$ cat src/pcm_pkg.sv
package pcm_pkg;

    // pin indices inside the two-pin group
    localparam int PCM_PIN_N = 2;
    localparam int PCM_XIN_IDX = 0;
    localparam int PCM_CRYSTAL_OUTPUT_IDX = 1;

    // register byte offsets, one aligned word each
    localparam logic [7:0] PCM_OFS_SEL = 8'h00;
    localparam logic [7:0] PCM_OFS_DIR = 8'h04;
    localparam logic [7:0] PCM_OFS_OUT = 8'h08;
    localparam logic [7:0] PCM_OFS_ADIS = 8'h0C;
    localparam logic [7:0] PCM_OFS_CMP = 8'h10;
    localparam logic [7:0] PCM_OFS_IN = 8'h14;
    localparam logic [7:0] PCM_OFS_STAT = 8'h18;

    // reset values
    localparam logic [1:0] PCM_SEL_RST = 2'h3;
    localparam logic [1:0] PCM_DIR_RST = 2'h0;
    localparam logic [1:0] PCM_OUT_RST = 2'h0;
    localparam logic [1:0] PCM_ADIS_RST = 2'h0;
    localparam logic [2:0] PCM_CMP_RST = 3'h0;

    // comparator channel codes, bit3 bit2 bit1
    localparam logic [2:0] PCM_CMP_CH6 = 3'h6;
    localparam logic [2:0] PCM_CMP_CH7 = 3'h7;

    // status word: 4 bits per pin, mode [1:0], driver on [2], input buffer on [3]
    localparam int PCM_STAT_W = 4;
    localparam int PCM_STAT_DRV_BIT = 2;
    localparam int PCM_STAT_IBUF_BIT = 3;

    typedef enum logic [1:0] {
        PCM_MODE_GPIO_IN = 2'b00,
        PCM_MODE_GPIO_OUT = 2'b01,
        PCM_MODE_XTAL = 2'b10,
        PCM_MODE_ANALOG = 2'b11
    } pcm_mode_type;

endpackage : pcm_pkg

$ cat src/pcm_pin_cell.sv
`timescale 1ns/10ps
module pcm_pin_cell
    import pcm_pkg::*;
#(
    parameter bit IS_CRYSTAL_OUTPUT = 1'b0
)
(
    // control bits
    input wire logic func_sel_i,
    input wire logic dir_i,
    input wire logic out_val_i,
    input wire logic adis_i,
    input wire logic cmp_pick_i,
    // oscillator and pad
    input wire logic osc_drive_i,
    input wire logic pad_sync_i,
    // results
    output logic pad_o,
    output logic pad_oe_o,
    output logic in_buf_en_o,
    output logic rd_val_o,
    output logic xtal_en_o,
    output pcm_mode_type mode_o
);

    wire is_analog = adis_i;
    wire is_xtal = ~adis_i & func_sel_i;
    wire is_gpio = ~adis_i & ~func_sel_i;
    // the oscillator drives only the crystal-output pin
    wire xtal_drive = is_xtal & IS_CRYSTAL_OUTPUT;

    // analog-disable overrides select and direction
    assign mode_o = is_analog ? PCM_MODE_ANALOG :    // see [RULE3] see [RULE4]
                    is_xtal ? PCM_MODE_XTAL :
                    dir_i ? PCM_MODE_GPIO_OUT : PCM_MODE_GPIO_IN;

    // driver is off in analog mode to avoid cross currents
    assign pad_oe_o = (is_gpio & dir_i) | xtal_drive;    // see [RULE1] see [RULE4]
    assign pad_o = xtal_drive ? osc_drive_i : (is_gpio & dir_i & out_val_i);

    // schmitt input off for analog, crystal and comparator use
    assign in_buf_en_o = is_gpio & ~cmp_pick_i;    // see [RULE1] see [RULE2]
    assign rd_val_o = pad_sync_i & in_buf_en_o;
    assign xtal_en_o = is_xtal;    // see [RULE3] see [RULE4]

endmodule : pcm_pin_cell

$ cat src/pcm_crystal_pin_mux.sv
// How it works
// [RULE1] Setting a pin's analog-disable bit turns off both its output driver and its schmitt input.
// [RULE2] A pin picked by the comparator channel code has its digital input buffer off regardless of analog-disable.
// [RULE3] The crystal-input pin is gpio with select 0, crystal input with select 1, analog when analog-disable is 1.
// [RULE4] The crystal-output pin is gpio with select 0, crystal output with select 1, analog when analog-disable is 1.
// [RULE5] After reset both pins come up in their crystal functions.
// [RULE6] Channel code 1,1,0 routes the crystal-input pin to the comparator as channel six.
// [RULE7] Channel code 1,1,1 routes the crystal-output pin to the comparator as channel seven.
// [RULE8] Software using the crystal-output pin as an input must clear its select bit early, as the oscillator drives it.
`timescale 1ns/10ps
module pcm_crystal_pin_mux
    import pcm_pkg::*;
#(
    parameter int WB_ADDR_W = 8,
    parameter int WB_DATA_W = 32
)
(
    // clock and reset
    input wire logic clk_i,
    input wire logic rst_n_i,

    // wishbone classic slave
    input wire logic wb_cyc_i,
    input wire logic wb_stb_i,
    input wire logic wb_we_i,
    input wire logic [WB_ADDR_W-1:0] wb_adr_i,
    input wire logic [WB_DATA_W/8-1:0] wb_sel_i,
    input wire logic [WB_DATA_W-1:0] wb_dat_i,
    output logic [WB_DATA_W-1:0] wb_dat_o,
    output logic wb_ack_o,

    // pads, index 0 crystal-input pin, index 1 crystal-output pin
    input wire logic [PCM_PIN_N-1:0] pad_i,
    output logic [PCM_PIN_N-1:0] pad_o,
    output logic [PCM_PIN_N-1:0] pad_oe_o,

    // oscillator
    input wire logic osc_drive_i,
    output logic crystal_input_en_o,
    output logic crystal_output_en_o,

    // comparator routing
    output logic comparator_channel_six_o,
    output logic comparator_channel_seven_o
);

    if (WB_DATA_W != 32)
    begin : g_chk_data
        $error("pcm_crystal_pin_mux supports 32-bit data only");
    end
    if (WB_ADDR_W < 5 || WB_ADDR_W > 8)
    begin : g_chk_addr
        $error("pcm_crystal_pin_mux needs an address width of 5 to 8");
    end

    // control registers
    logic [PCM_PIN_N-1:0] port_two_function_select_ff;
    logic [PCM_PIN_N-1:0] port_two_direction_ff;
    logic [PCM_PIN_N-1:0] port_out_ff;
    logic [PCM_PIN_N-1:0] analog_input_disable_ff;
    logic [2:0] comparator_channel_select_ff;
    logic [PCM_PIN_N-1:0] pad_meta_ff;
    logic [PCM_PIN_N-1:0] pad_sync_ff;
    logic ack_ff;
    logic [WB_DATA_W-1:0] dat_ff;

    // per-pin results
    logic [PCM_PIN_N-1:0] cmp_pick;
    logic [PCM_PIN_N-1:0] in_buf_en;
    logic [PCM_PIN_N-1:0] rd_val;
    logic [PCM_PIN_N-1:0] xtal_en;
    pcm_mode_type pin_mode [PCM_PIN_N];
    logic [PCM_STAT_W*PCM_PIN_N-1:0] stat_word;

    // bus decode
    wire bus_req = wb_cyc_i & wb_stb_i;
    wire [7:0] bus_ofs = 8'(wb_adr_i);
    // a write lands on the edge where the master sees ack
    wire wr_en = bus_req & wb_we_i & ack_ff & wb_sel_i[0];
    wire nxt_ack = bus_req & ~ack_ff;
    wire hit_sel = bus_ofs == PCM_OFS_SEL;
    wire hit_dir = bus_ofs == PCM_OFS_DIR;
    wire hit_out = bus_ofs == PCM_OFS_OUT;
    wire hit_adis = bus_ofs == PCM_OFS_ADIS;
    wire hit_cmp = bus_ofs == PCM_OFS_CMP;
    wire hit_in = bus_ofs == PCM_OFS_IN;
    wire hit_stat = bus_ofs == PCM_OFS_STAT;

    // unmapped offsets read as zero and ignore writes
    wire [WB_DATA_W-1:0] nxt_dat =
        hit_sel ? WB_DATA_W'(port_two_function_select_ff) :
        hit_dir ? WB_DATA_W'(port_two_direction_ff) :
        hit_out ? WB_DATA_W'(port_out_ff) :
        hit_adis ? WB_DATA_W'(analog_input_disable_ff) :
        hit_cmp ? WB_DATA_W'(comparator_channel_select_ff) :
        hit_in ? WB_DATA_W'(rd_val) :
        hit_stat ? WB_DATA_W'(stat_word) : 32'h0000_0000;

    // comparator channel decode
    assign cmp_pick[PCM_XIN_IDX] = comparator_channel_select_ff == PCM_CMP_CH6;    // see [RULE6]
    assign cmp_pick[PCM_CRYSTAL_OUTPUT_IDX] = comparator_channel_select_ff == PCM_CMP_CH7;    // see [RULE7]

    always_ff @(posedge clk_i or negedge rst_n_i)
    begin
        if (!rst_n_i)
        begin
            ack_ff <= 1'b0;
            dat_ff <= 32'h0000_0000;
        end
        else
        begin
            ack_ff <= nxt_ack;
            if (nxt_ack)
            begin
                dat_ff <= nxt_dat;
            end
        end
    end

    // per-register write strobes keep each register process short
    wire wr_sel = wr_en & hit_sel;
    wire wr_dir = wr_en & hit_dir;
    wire wr_out = wr_en & hit_out;
    wire wr_adis = wr_en & hit_adis;
    wire wr_cmp = wr_en & hit_cmp;

    // oscillator functions are the reset default, so the output pin is driven until software clears it
    always_ff @(posedge clk_i or negedge rst_n_i)
    begin
        if (!rst_n_i)
        begin
            port_two_function_select_ff <= PCM_SEL_RST;    // see [RULE5] see [RULE8]
        end
        else if (wr_sel)
        begin
            port_two_function_select_ff <= wb_dat_i[PCM_PIN_N-1:0];
        end
    end

    always_ff @(posedge clk_i or negedge rst_n_i)
    begin
        if (!rst_n_i)
        begin
            port_two_direction_ff <= PCM_DIR_RST;
        end
        else if (wr_dir)
        begin
            port_two_direction_ff <= wb_dat_i[PCM_PIN_N-1:0];
        end
    end

    always_ff @(posedge clk_i or negedge rst_n_i)
    begin
        if (!rst_n_i)
        begin
            port_out_ff <= PCM_OUT_RST;
        end
        else if (wr_out)
        begin
            port_out_ff <= wb_dat_i[PCM_PIN_N-1:0];
        end
    end

    always_ff @(posedge clk_i or negedge rst_n_i)
    begin
        if (!rst_n_i)
        begin
            analog_input_disable_ff <= PCM_ADIS_RST;
        end
        else if (wr_adis)
        begin
            analog_input_disable_ff <= wb_dat_i[PCM_PIN_N-1:0];
        end
    end

    always_ff @(posedge clk_i or negedge rst_n_i)
    begin
        if (!rst_n_i)
        begin
            comparator_channel_select_ff <= PCM_CMP_RST;
        end
        else if (wr_cmp)
        begin
            comparator_channel_select_ff <= wb_dat_i[2:0];
        end
    end

    // pad inputs come from outside the clock domain
    always_ff @(posedge clk_i or negedge rst_n_i)
    begin
        if (!rst_n_i)
        begin
            pad_meta_ff <= 2'h0;
            pad_sync_ff <= 2'h0;
        end
        else
        begin
            pad_meta_ff <= pad_i;
            pad_sync_ff <= pad_meta_ff;
        end
    end

    for (genvar p = 0; p < PCM_PIN_N; p++)
    begin : g_pin
        pcm_pin_cell #(
            .IS_CRYSTAL_OUTPUT(p == PCM_CRYSTAL_OUTPUT_IDX)
        ) u_cell (
            .func_sel_i(port_two_function_select_ff[p]),
            .dir_i(port_two_direction_ff[p]),
            .out_val_i(port_out_ff[p]),
            .adis_i(analog_input_disable_ff[p]),
            .cmp_pick_i(cmp_pick[p]),
            .osc_drive_i(osc_drive_i),
            .pad_sync_i(pad_sync_ff[p]),
            .pad_o(pad_o[p]),
            .pad_oe_o(pad_oe_o[p]),
            .in_buf_en_o(in_buf_en[p]),
            .rd_val_o(rd_val[p]),
            .xtal_en_o(xtal_en[p]),
            .mode_o(pin_mode[p])
        );
        assign stat_word[p*PCM_STAT_W +: PCM_STAT_W] = {in_buf_en[p], pad_oe_o[p], pin_mode[p]};
    end

    // pad drive is combinational so the oscillator signal is not resampled at 25 MHz
    assign wb_ack_o = ack_ff;
    assign wb_dat_o = dat_ff;
    assign crystal_input_en_o = xtal_en[PCM_XIN_IDX];    // see [RULE3]
    assign crystal_output_en_o = xtal_en[PCM_CRYSTAL_OUTPUT_IDX];    // see [RULE4]
    assign comparator_channel_six_o = cmp_pick[PCM_XIN_IDX];    // see [RULE6]
    assign comparator_channel_seven_o = cmp_pick[PCM_CRYSTAL_OUTPUT_IDX];    // see [RULE7]

endmodule : pcm_crystal_pin_mux

$ cat config.mk
export PLATFORM = sky130hd
export DESIGN_NAME = pcm_crystal_pin_mux
export DESIGN_NICKNAME = d
export VERILOG_FILES = /design/src/pcm_pkg.sv /design/src/pcm_pin_cell.sv /design/src/pcm_crystal_pin_mux.sv
export SDC_FILE = /design/constraint.sdc
export NUM_CORES = 1
export LEC_CHECK = 0
export BUFFER_PORTS_ARGS = -buffer_cell sky130_fd_sc_hd__buf_2
export CAP_MARGIN = 20
export CORE_MARGIN = 3
export CORE_UTILIZATION = 37
export DETAILED_ROUTE_END_ITERATION = 7
export GPL_ROUTABILITY_DRIVEN = 0
export HOLD_SLACK_MARGIN = 0.12
export PLACE_DENSITY_LB_ADDON = 0.05
export SKIP_LAST_GASP = 1
export SLEW_MARGIN = 25
export SYNTH_ARGS = -nofsm -noshare
export SYNTH_HDL_FRONTEND = slang
export SYNTH_HIERARCHICAL = 1
export SYNTH_SLANG_ARGS = --single-unit
$ cat constraint.sdc
create_clock -name clk_i -period 1.5 [get_ports clk_i]
set_input_delay 0.075 -clock clk_i [delete_from_list [all_inputs] [get_ports clk_i]]
set_output_delay 0.075 -clock clk_i [all_outputs]
set_load 0.01 [all_outputs]
Word-level counts from Yosys, hierarchy flattened. Cells that the tools add are included.

Reductions and logical operators: 1. Bitwise gates (word level): 30. Eq/ne operators: 8. Multiplexer cells: 14.

Operator list (count): two-way mux 8 bit (7); == test 8 x 5 -> 1 bit, second input constant (3); bitwise AND 1 bit (22); == test 8 x 4 -> 1 bit, second input constant (2); == test 8 x 3 -> 1 bit, second input constant (1); logical NOT 8 bit (1); two-way mux 2 bit (4); inverter 1 bit (7); == test 3 bit, second input constant (2); two-way mux 1 bit (3); OR 1 bit (1).

Output and inout port bits: 41. Register bits after elaboration: 48. Input port bits: 52.

Depth between registers and ports, before layout. Gate-level depths: netlist (run 1).

Word-level depth: 11. Gate-level depth with buffers: 8. Depth with buffers taken out: 8.

Cells and area by module. Netlist (run 1), hierarchy kept.

By module, submodules not included: pcm_crystal_pin_mux (cells an instance 115, times used 1, seq. area each 603.1 sq um, area each 1301.2 sq um); pcm_pin_cell at g_pin[1].u_cell (cells an instance 10, times used 1, seq. area each 0.0 sq um, area each 60.1 sq um); pcm_pin_cell at g_pin[0].u_cell (cells an instance 8, times used 1, seq. area each 0.0 sq um, area each 56.3 sq um).

Least setup slack after synthesis (run 1). No wires, ideal clock.

Kind: register to register. Start: register comparator_channel_select_ff[0]. End: register dat_ff[1] (netlist: wb_dat_o[1]). Stages on the path, launching flop included: 8. Path buffers: 0. Data arrival time: 1602 ps. Clock period less this slack: 1667 ps. Setup slack: -167 ps. Library setup time: 65 ps. Required time: 1435 ps. Cell sequence: dfrtp_1 and3_1 nor3_2 and2_1 nor2b_1 o311a_1 a2111oi_0 a211o_1.

Cells in the longest elaborated chain, start to end: 10.

RTL lines: from (decl) (RTL line pcm_crystal_pin_mux.sv:61) `logic [2:0] comparator_channel_select_ff;`; from (signal assigned) (RTL line pcm_crystal_pin_mux.sv:184) `comparator_channel_select_ff <= wb_dat_i[2:0];`; == test 3 bit (RTL line pcm_crystal_pin_mux.sv:101) `assign cmp_pick[PCM_CRYSTAL_OUTPUT_IDX] = comparator_channel_select_ff == PCM_CMP_CH7;`; named net comparator_channel_seven_o (RTL line pcm_crystal_pin_mux.sv:44) `output logic comparator_channel_seven_o`; inverter 1 bit (RTL line pcm_pin_cell.sv:42) `assign in_buf_en_o = is_gpio & ~cmp_pick_i;`; bitwise AND 1 bit (RTL line pcm_pin_cell.sv:42); named net in_buf_en[1] (RTL line pcm_crystal_pin_mux.sv:69) `logic [PCM_PIN_N-1:0] in_buf_en;`; bitwise AND 1 bit (RTL line pcm_pin_cell.sv:43) `assign rd_val_o = pad_sync_i & in_buf_en_o;`; named net rd_val[1] (RTL line pcm_crystal_pin_mux.sv:70) `logic [PCM_PIN_N-1:0] rd_val;`; two-way mux 8 bit (RTL line pcm_crystal_pin_mux.sv:96) `hit_in ? WB_DATA_W'(rd_val) :`; two-way mux 8 bit (RTL line pcm_crystal_pin_mux.sv:95) `hit_cmp ? WB_DATA_W'(comparator_channel_select_ff) :`; two-way mux 8 bit (RTL line pcm_crystal_pin_mux.sv:94) `hit_adis ? WB_DATA_W'(analog_input_disable_ff) :`; two-way mux 8 bit (RTL line pcm_crystal_pin_mux.sv:93) `hit_out ? WB_DATA_W'(port_out_ff) :`; two-way mux 8 bit (RTL line pcm_crystal_pin_mux.sv:92) `hit_dir ? WB_DATA_W'(port_two_direction_ff) :`; two-way mux 8 bit (RTL line pcm_crystal_pin_mux.sv:91) `hit_sel ? WB_DATA_W'(port_two_function_select_ff) :`; to (signal assigned) (RTL line pcm_crystal_pin_mux.sv:115) `dat_ff <= nxt_dat;`; to (decl) (RTL line pcm_crystal_pin_mux.sv:65) `logic [WB_DATA_W-1:0] dat_ff;`.

The timed path passes the listed nets, and every way through them passes these cells. A chain may end at the register's enable or synchronous reset.

Final worst setup path (run 1).
Start: register comparator_channel_select_ff[2]. End: register dat_ff[1] (netlist: wb_dat_o[1]).

Cells in the longest elaborated chain, start to end: 10.

RTL lines (RTL line): == test 3 bit (pcm_crystal_pin_mux.sv:101); inverter 1 bit (pcm_pin_cell.sv:42); bitwise AND 1 bit (pcm_pin_cell.sv:42); named net in_buf_en[1] (pcm_crystal_pin_mux.sv:69); bitwise AND 1 bit (pcm_pin_cell.sv:43); named net rd_val[1] (pcm_crystal_pin_mux.sv:70); two-way mux 8 bit (pcm_crystal_pin_mux.sv:96); two-way mux 8 bit (pcm_crystal_pin_mux.sv:95); two-way mux 8 bit (pcm_crystal_pin_mux.sv:94); two-way mux 8 bit (pcm_crystal_pin_mux.sv:93); two-way mux 8 bit (pcm_crystal_pin_mux.sv:92); two-way mux 8 bit (pcm_crystal_pin_mux.sv:91).

The timed path passes the listed nets, and every way through them passes these cells.

==> impl_metrics.toml, run 1 <==
[run_status]
status = "finished, violations left"
violations = "negative setup slack"

[sta]
hold_viol_final = 0
skew_ns = 0.002070
fin_ws_ns = -0.1609
clock.fmax_ghz = 0.6021
holdWs_ns = 0.2464
layout_min_cycle_time_ns = 1.661
setup_viol = 8
slew_viol_final = 0
tightestPinTransition_ns = 0.5582
rsz0062_at_grt = "true"
finalCritPeriodShare_pct = 110.7
max_slew_margin_pct = 62.79
fin_setup_tns_ns = -0.4904

[yosys]
synthFlopType = "dfrtp_1"
async_reset_ff_share_pct = 100.0
syn-cell-area_um2 = 1418
synth.distinct_cells = 42
synth_edf_count = 0
ys_ff_latch = 24
synth.avg_cell_area_um2 = 10.66
yosysWarnings = 6
synth_top_area_share_pct = 38.83
yosysSeqAreaShare_pct = 42.54
synthCells = 133
yosys-top-cells-area = "dfrtp_1 39%, buf_4 13%, mux2_1 4.8%"
synth_top_area_cell = "dfrtp_1"

[power_and_ir_drop]
vdd_drop_max_v = 0.0003309
p_leak_nw = 1.011
p_sw_uw = 317.2
combPwrFrac_pct = 12.7
p_clk_share_pct = 35.5
swShare_pct = 24.94
power_mw = 1.272
intPower_uw = 954.5
p_seq_share_pct = 51.7
power_density_nw_per_um2 = 667.8

[critical_path]
crit_slowest_cell = "dfrtp_1"
r2r_setup_slack_ns = -0.16
rr_endpoint = "wb_dat_o[1]"
crit_family = "compound AO/OA/AOI/OAI gates"
path_buf_inv = 0
crit_chain = "and3_4 -> nor3_4 -> and2_1 -> nor2b_1 -> o311a_1 -> a2111oi_4 -> a211o_1"
crit_path_max_fanout = 2
reg2reg_depth = 7
cp-end-kind = "flop"
critical_path_class = "flop to flop"
crit_arrival_ns = 1.88
required_ns = 1.72
r2r_start = "comparator_channel_select_ff[2]"
start_kind = "flop"
max_stage_delay_ns = 0.38

[drt]
wl_mm = 3.325
wire_per_inst_um = 13.74
antenna_left = 0
dr.pass1.iters = 4
viasPerCell = 4.781
drt_iter0_drc = 36
dr_total_vias = 1157
drc = 0

[finish]
drive_gt1_share_pct = 46.43
layout_commonest_cell = "buf_2"
nets = 249
antenna_cells = 0
synthToLayoutAreaGrowth_pct = 34.33
mostFrequentLayoutCells = "36 x buf_2, 24 x conb_1, 22 x dfrtp_1, 22 x buf_4, 7 x nand2_1"
instances_no_fill = 242

[grt]
grt_max_degree = 25
antenna_found_initial = 0
grt_pass1_vias = 1134
grt.total_usage_pct = 15.92
gr-total-overflow = 0
grt_pass1_wl_mm = 5.402

[cts]
cts_tree = "built"
clockRootBuffer = "clkbuf_8"
clock_latency_ns = 0.27
clk_pin_slew_ns = 0.09
cts_max_path_buffers = 2
htree_levels = 1
cts.sinks = 24
cts_made_buffers = 3

[floorplanning]
dieHeight_um = 67.90
die_w_um = 67.90
ios = 93
coreArea_um2 = 3521
start_util_pct = 40.26
die_area_um2 = 4610
row_count = 21

[placement]
io_buffer_count = 36
post-dp-hpwl_mm = 2.517
dp.cells = 231

[job]
max-cap-violations = 0

[min_path]
min_to = "wb_dat_o[0]"
hp-start = "wb_adr_i[6]"
holdPathStages = 4
hold_class = "input pin to flop"
power by group through the flow:
stage	combinational (mW)	clock (mW)	sequential (mW)
floorplan	0.114	0	0.672
global placement	0.142	0	0.671
detailed placement	0.144	0	0.671
CTS	0.157	0.468	0.658
global route	0.183	0.488	0.660
finish	0.162	0.452	0.658
kinds of logic (layout without fill, tap and decap cells):
family                 count (synthesis)  after routing  share of synthesized area (%)
other                                  1             24                         0.2645
multiplexers                          15             15                          11.65
buffers and inverters                 34             74                          15.45
AND/OR/NAND/NOR                       42             42                          20.21
flip-flops                            24             24                          42.54
AO/OA/AOI/OAI                         17             17                          9.886
worst max-delay path by stage:
| stage | start | to | cells past startpoint |
|---|---|---|---|
| 6_report | comparator_channel_select_ff[2] | wb_dat_o[1] | 7 |
| 5_1_grt | comparator_channel_select_ff[2] | wb_dat_o[1] | 7 |
| 4_1_cts | comparator_channel_select_ff[2] | wb_dat_o[1] | 7 |
| 3_5_place_dp | comparator_channel_select_ff[2] | wb_dat_o[1] | 7 |
| 3_3_place_gp | wb_adr_i[1] | port_two_direction_ff[1] | 5 |
| 2_1_floorplan | comparator_channel_select_ff[2] | wb_dat_o[1] | 7 |
through the flow:
| stage | setup WS [ns] | instance area, µm² | util, % |
|---|---|---|---|
| after floorplan | -0.05967 | 1536 | - |
| after global placement | -0.1136 | 1735 | 49.29 |
| after detailed placement | -0.1534 | 1735 | 49.29 |
| after CTS | -0.1832 | 1859 | 52.81 |
| after global routing | -0.2776 | 1904 | 54.09 |
| final | -0.1609 | 1904 | 54.09 |
worst reg2reg max path: cells and delay by family (launching register included):
family	cells	cell delay, ns
AOI/OAI and AO/OA	3	0.73
DFF	1	0.38
and+or+nand+nor	4	0.50
routing by layer:
metal	vias up	share of wire (%)	track usage (%)	wire length, µm
met5	-	0	0	0
met1	558	47	22.97	1568
met3	2	6.7	2.627	222
met2	49	45	23.82	1504
met4	0	0.87	5.955	29
li1	548	-	-	-
cell usage after synthesis (all sizes together) (3+ instances only):
cell type  count
nor2           4
mux2i          3
buf           25
nor3           5
dfrtp         22
or4            3
and2           3
mux2          12
inv            6
nand2          7
clkbuf         3
nand2b         3
a22o           5
nor4           3
or2            4
state kept, by name (all words and copies together) (netlist names):
name	count
wb_dat_o	8
comparator_channel_select_ff	3
analog_input_disable_ff	2
pad_meta_ff	2
pad_sync_ff	2
port_out_ff	2
port_two_direction_ff	2
port_two_function_select_ff	2
wb_ack_o	1
layout make-up:
class,count,area (µm²)
Timing Repair Buffer,64,405.4
Sequential cell,24,603.1
Fill cell,333,1617
Multi-Input combinational cell,98,760.7
Tap cell,46,57.56
Clock buffer,4,55.05
Inverter,6,22.52
repair_timing:
action                                  in CTS  in global routing
setup buffers                                0                  1
gates cloned                                 0                  0
hold buffers                                 6                  0
endpoints found under the setup margin      11                 13
gates resized for setup                      3                  6
hold endpoints to repair                    35                  0
pin swaps                                    0                  1
No activity file was read; power rests on OpenSTA's default activity.
==> inputs of run 2 (changes only) <==
--- a/config.mk
+++ b/config.mk
@@ -17,5 +17,4 @@
 export SLEW_MARGIN = 25
 export SYNTH_ARGS = -nofsm -noshare
 export SYNTH_HDL_FRONTEND = slang
-export SYNTH_HIERARCHICAL = 1
 export SYNTH_SLANG_ARGS = --single-unit
==> run 2 against run 1 <==
  * The flow now finishes without violations
  * Combinational power is essentially flat
  * Utilization shrank 5.2 points
  * Critical path depth shrank 2
  * Largest power group unchanged
  * Count of clock-buffer cells in the layout shrank 1
  * Largest cell class unchanged
  * Cell count grew 1.2%
  * Register-to-register slack gained 0.24 ns
  * Die area shrank 0.16%
  * Clock power shrank 17%
  * Via count grew 2.0%
  * Flip-flop and latch count is the same
  * Power shrank 5.6%
==> impl_metrics.toml, run 2 <==
[cts]
clockRootBuffer = "clkbuf_8"
clock_latency_ns = 0.27
clk_pin_slew_ns = 0.08
cts_tree = "built"
cts_made_buffers = 3
htree_levels = 1
cts_max_path_buffers = 2
cts.sinks = 24

[finish]
instances_no_fill = 245
layout_commonest_cell = "buf_2"
antenna_cells = 0
final_util_pct = 48.91
drive_gt1_share_pct = 34.67
mostFrequentLayoutCells = "36 x buf_2, 24 x conb_1, 22 x dfrtp_1"
synthToLayoutAreaGrowth_pct = 20.78
nets = 253
largest_register_ffs = 8

[power_and_ir_drop]
p_clk_share_pct = 31.4
p_seq_share_pct = 55.3
intPower_uw = 902.7
combPwrFrac_pct = 13.3
swShare_pct = 24.78
p_leak_nw = 0.9016
power_density_nw_per_um2 = 702.2
vdd_drop_max_v = 0.0004105
p_sw_uw = 297.4

[critical_path]
max_stage_delay_ns = 0.35
cp-end-kind = "flop"
crit_path_max_fanout = 4
required_ns = 1.65
crit_family = "simple AND/OR/NAND/NOR gates"
critical_path_class = "flop to flop"
crit_slowest_cell = "dfrtp_1"
crit_chain = "buf_4 -> nand3_1 -> nor3_4 -> nand4_1 -> mux2_1"
start_kind = "flop"
crit_arrival_ns = 1.57
path_buf_inv = 1
r2r_setup_slack_ns = 0.08

[floorplanning]
start_util_pct = 40.49
die_area_um2 = 4603
coreArea_um2 = 3495
die_w_um = 67.85
row_count = 21
dieHeight_um = 67.85
ios = 93

[yosys]
ys_ff_latch = 24
synthAdderAreaFrac_pct = 0
synth.avg_cell_area_um2 = 9.434
synthFlopType = "dfrtp_1"
synth_edf_count = 0
syn-cell-area_um2 = 1415
yosysWarnings = 0
synth-xor-area-share_pct = 0
yosysSeqAreaShare_pct = 42.62
synth_common_cells = "28 x buf_4, 22 x dfrtp_1, 15 x nand2_1"
synthSimpleGateAreaFrac_pct = 19.01
synth_top_area_cell = "dfrtp_1"
async_reset_ff_share_pct = 100.0
synth_top_area_share_pct = 38.90
synth-compound-area-share_pct = 10.26
synthCells = 150
synth_most_common_cell = "buf_4"
yosys-top-cells-area = "dfrtp_1 39%, buf_4 15%, mux2_2 7.2%"
synth_top_family_by_area = "simple AND/OR/NAND/NOR gates"
synth.distinct_cells = 34
synthMuxAreaShare_pct = 10.17

[sta]
layout_min_cycle_time_ns = 1.423
tightestPinTransition_ns = 0.5328
clock.fmax_ghz = 0.7026
rsz0062_at_grt = "true"
skew_ns = 0.002750
hold_viol_final = 0
max_slew_margin_pct = 64.48
finalCritPeriodShare_pct = 94.89
slew_viol_final = 0
setup_viol = 0
holdWs_ns = 0.2432

[drt]
dr.pass1.iters = 4
viasPerCell = 4.816
wire_per_inst_um = 12.99
wl_mm = 3.183
drc = 0
dr_total_vias = 1180
drt_iter0_drc = 36
antenna_left = 0

[job]
max-cap-violations = 0

[grt]
grt.total_usage_pct = 14.60
gr-total-overflow = 0
grt_pass1_vias = 1121
grt_max_degree = 25
antenna_found_initial = 0
grt_pass1_wl_mm = 5.078

[run_status]
status = "completed"

[placement]
io_buffer_count = 36
post-dp-hpwl_mm = 2.487
dp.cells = 234

[min_path]
hold_class = "input pin to flop"
==> run 2: area by class of cell <==
cell class                 count  area [µm²]
clock buffer                   3       41.29
inverter                       4       15.01
multi-input combinational    113       654.4
timing repair buffer          55       337.8
fill                         350        1785
tap                           46       57.56
sequential                    24       603.1
==> run 2: power groups by stage <==
| stage | Clock, mW | Combinational [mW] | Sequential [mW] |
|---|---|---|---|
| 2_1_floorplan | 0 | 0.114 | 0.679 |
| 5_1_grt | 0.422 | 0.180 | 0.665 |
| 3_5_place_dp | 0 | 0.143 | 0.677 |
| 3_3_place_gp | 0 | 0.142 | 0.676 |
| 6_report | 0.377 | 0.160 | 0.664 |
| 4_1_cts | 0.393 | 0.156 | 0.664 |
==> run 2: tightest hold or removal path: cells and delay by family <==
family	cells	cell delay (ns)
simple gates	2	0.20
buf+inv	1	0.13
compound gates	1	0.06
==> run 2: per-layer routing <==
metal | share of wire [%] | track usage, % | vias to the layer above | routed length [µm]
li1 | - | - | 569 | -
met1 | 44 | 19.42 | 551 | 1399
met2 | 46 | 24.18 | 57 | 1479
met3 | 8.6 | 2.627 | 3 | 273
met4 | 0.97 | 4.467 | 0 | 31
met5 | 0 | 0 | - | 0
==> run 2: cells by family after synthesis <==
group	Yosys count
mux	13
simple gates	51
compound gates	25
buf+inv	36
flops	24
other cells	1
==> run 2: through the flow <==
step / instance area, µm² / setup TNS (ns) / setup slack, ns / power [mW]
floorplan: 1501 / 0 / 0.04446 / 0.7924
global route: 1709 / -0.01426 / -0.01360 / 1.267
CTS: 1688 / 0 / 0.01415 / 1.213
finish: 1709 / 0 / 0.07670 / 1.200
global placement: 1587 / -0.1690 / -0.04411 / 0.8182
detailed placement: 1587 / -0.1845 / -0.05500 / 0.8197
==> run 2: path summary, 6_finish.rpt <==
kind,from,to,depth (start not counted)
max,wb_ack_o,analog_input_disable_ff[1],5
min,wb_adr_i[2],wb_dat_o[2],4
max reg2reg,wb_ack_o,analog_input_disable_ff[1],5
min reg2reg,pad_meta_ff[0],pad_sync_ff[0],0
max in group asynchronous,rst_n_i,port_two_function_select_ff[1],2
min in group asynchronous,rst_n_i,pad_meta_ff[1],2
==> run 2: what timing repair did <==
item	4_1_cts	5_1_grt
resized for setup	0	6
setup endpoints to repair	0	7
endpoints found under the hold margin	35	0
hold buffers	6	0
buffers inserted	0	3
==> inputs of run 3 (changes only) <==
==> constraint.sdc (replaced) <==
create_clock -name clk_i -period 1.5 [get_ports clk_i]
set_input_delay 0.3 -clock clk_i [delete_from_list [all_inputs] [get_ports clk_i]]
set_output_delay 0.3 -clock clk_i [all_outputs]
set_load 0.005 [all_outputs]
==> run 3 against run 2 <==
  * Via count increased by 2.4%
  * Worst setup slack got worse by 0.15 ns
  * Wire length increased by 3.9%
  * Fmax decreased by 9.4%
  * The flow now finishes with violations (negative setup slack)
  * Non-clock buffer count increased by 1
  * Largest power group unchanged
  * Design area increased by 5.7%
  * Clock power increased by 50%
  * Sequential share of layout area decreased by 1.8 points
  * Cell count increased by 0.82%
==> impl_metrics.toml, run 3 (synthesized netlist as in run 2, its figures left out) <==
[min_path]
holdPathStages = 1
hold_class = "input pin to flop"

[power_and_ir_drop]
vdd_drop_max_v = 0.0005048
p_leak_nw = 0.9334
swShare_pct = 21.56
intPower_mw = 1.076
power_density_nw_per_um2 = 759.2
power_mw = 1.372
combPwrFrac_pct = 10.3
p_clk_share_pct = 41.4
p_seq_share_pct = 48.4
p_sw_uw = 295.7

[drt]
viasPerCell = 4.891
drt_iter0_drc = 25
drc = 0
antenna_left = 0
dr.pass1.iters = 4
dr_total_vias = 1208
wire_per_inst_um = 13.39
wl_mm = 3.307

[critical_path]
critical_path_class = "flop to primary output"
crit_arrival_ns = 1.27
start_kind = "flop"
cp-end-kind = "primary output"
required_ns = 1.20
crit_path_max_fanout = 2
reg2reg_depth = 4

[sta]
slew_viol_final = 0
fin_setup_tns_ns = -0.09093
layout_min_cycle_time_ns = 1.570
max_slew_margin_pct = 64.60
fin_ws_ns = -0.07029
finalCritPeriodShare_pct = 104.7
rsz0062_at_grt = "true"
tightestPinTransition_ns = 0.5310
hold_viol_final = 0
setup_viol = 3
clock.fmax_ghz = 0.6368
skew_ns = 0.002144
holdWs_ns = 0.1333

[floorplanning]
coreArea_um2 = 3495
dieHeight_um = 67.85
ios = 93
die_area_um2 = 4603
row_count = 21
die_w_um = 67.85
start_util_pct = 40.49

[grt]
grt.total_usage_pct = 15.08
grt_pass1_wl_mm = 5.237
grt_pass1_vias = 1148
gr-total-overflow = 0
grt_max_degree = 25
antenna_found_initial = 0

[finish]
multi_input_comb_area_um2 = 696.9
synthToLayoutAreaGrowth_pct = 27.67
nets = 254
drive_gt1_share_pct = 42.29
register_area_um2 = 604.3
antenna_cells = 0
layout_commonest_cell = "buf_2"
instances_no_fill = 247
largest_register_ffs = 8
mostFrequentLayoutCells = "32 x buf_2, 24 x conb_1, 21 x dfrtp_1"
fill_cells = 325

[cts]
cts_tree = "built"
htree_levels = 1
cts_made_buffers = 3
clock_latency_ns = 0.26
clockRootBuffer = "clkbuf_8"
clk_pin_slew_ns = 0.09
cts_max_path_buffers = 2
cts.sinks = 24

[job]
max-cap-violations = 0

[placement]
dp.cells = 238
io_buffer_count = 36
post-dp-hpwl_mm = 2.557
post-place-ws_ns = -0.2922

[run_status]
status = "finished, violations left"
violations = "negative setup slack"
==> run 3: cell types whose count changed in the layout (fill, tap and decap cells not counted), moves of 4 or more <==
cell	change
buf_4	+5
buf_2	-4
buf_6	+5
dlygate4sd3_1	-5
==> run 3: routing by layer <==
layer / track usage, % / share of wire [%] / wire (µm)
met5: 0 / 0 / 0
met4: 4.467 / 1.8 / 60
met3: 2.299 / 7.3 / 243
met2: 25.88 / 49 / 1619
met1: 19.59 / 42 / 1383
==> run 3: what timing repair did <==
item,4_1_cts,5_1_grt
endpoints found under the setup margin,5,13
setup buffers,3,2
pin swaps,2,6
hold buffers,1,0
resized for setup,6,14
hold endpoints to repair,22,0
==> run 3: power by group through the flow <==
stage                     Combinational, mW  Clock, mW  Sequential (mW)
after floorplan                       0.100          0            0.677
after global placement                0.132          0            0.676
after detailed placement              0.135          0            0.677
after CTS                             0.139      0.584            0.664
after global routing                  0.162      0.624            0.666
final                                 0.141      0.567            0.664
==> run 3: worst max-delay path, cell delays in order (launching register included) <==
cell	delay [ns]
dfstp_2	0.56
inv_2	0.04
and3_4	0.14
a21oi_2	0.09
nor2_1	0.05
buf_2	0.13
==> run 3: metrics by stage <==
stage,utilization (%),cell area (µm²)
after floorplan,-,1508
after global placement,46.44,1623
after detailed placement,46.44,1623
after CTS,49.98,1747
after global routing,51.70,1807
final,51.70,1807
==> run 3: worst paths after layout <==
path                                           startpoint  slack, ns                         end
setup / recovery           port_two_function_select_ff[1]      -0.07                    pad_o[1]
max in group asynchronous                         rst_n_i       0.58  analog_input_disable_ff[0]
hold / removal                                   pad_i[1]       0.13              pad_meta_ff[1]
min in group asynchronous                         rst_n_i       0.54              pad_meta_ff[0]
hold reg to reg                            pad_meta_ff[0]       0.35              pad_sync_ff[0]
setup reg to reg                                 wb_ack_o       0.08                 wb_dat_o[0]
==> run 3: cell type report <==
type                    count  area share (%)
well taps                  46           3.186
flip-flops and latches     24           33.45
clock buffers               3           2.285
multi-input cells         113           38.57
repair buffers             56           20.01
clock inverters             1           1.662
inverters                   4          0.8310
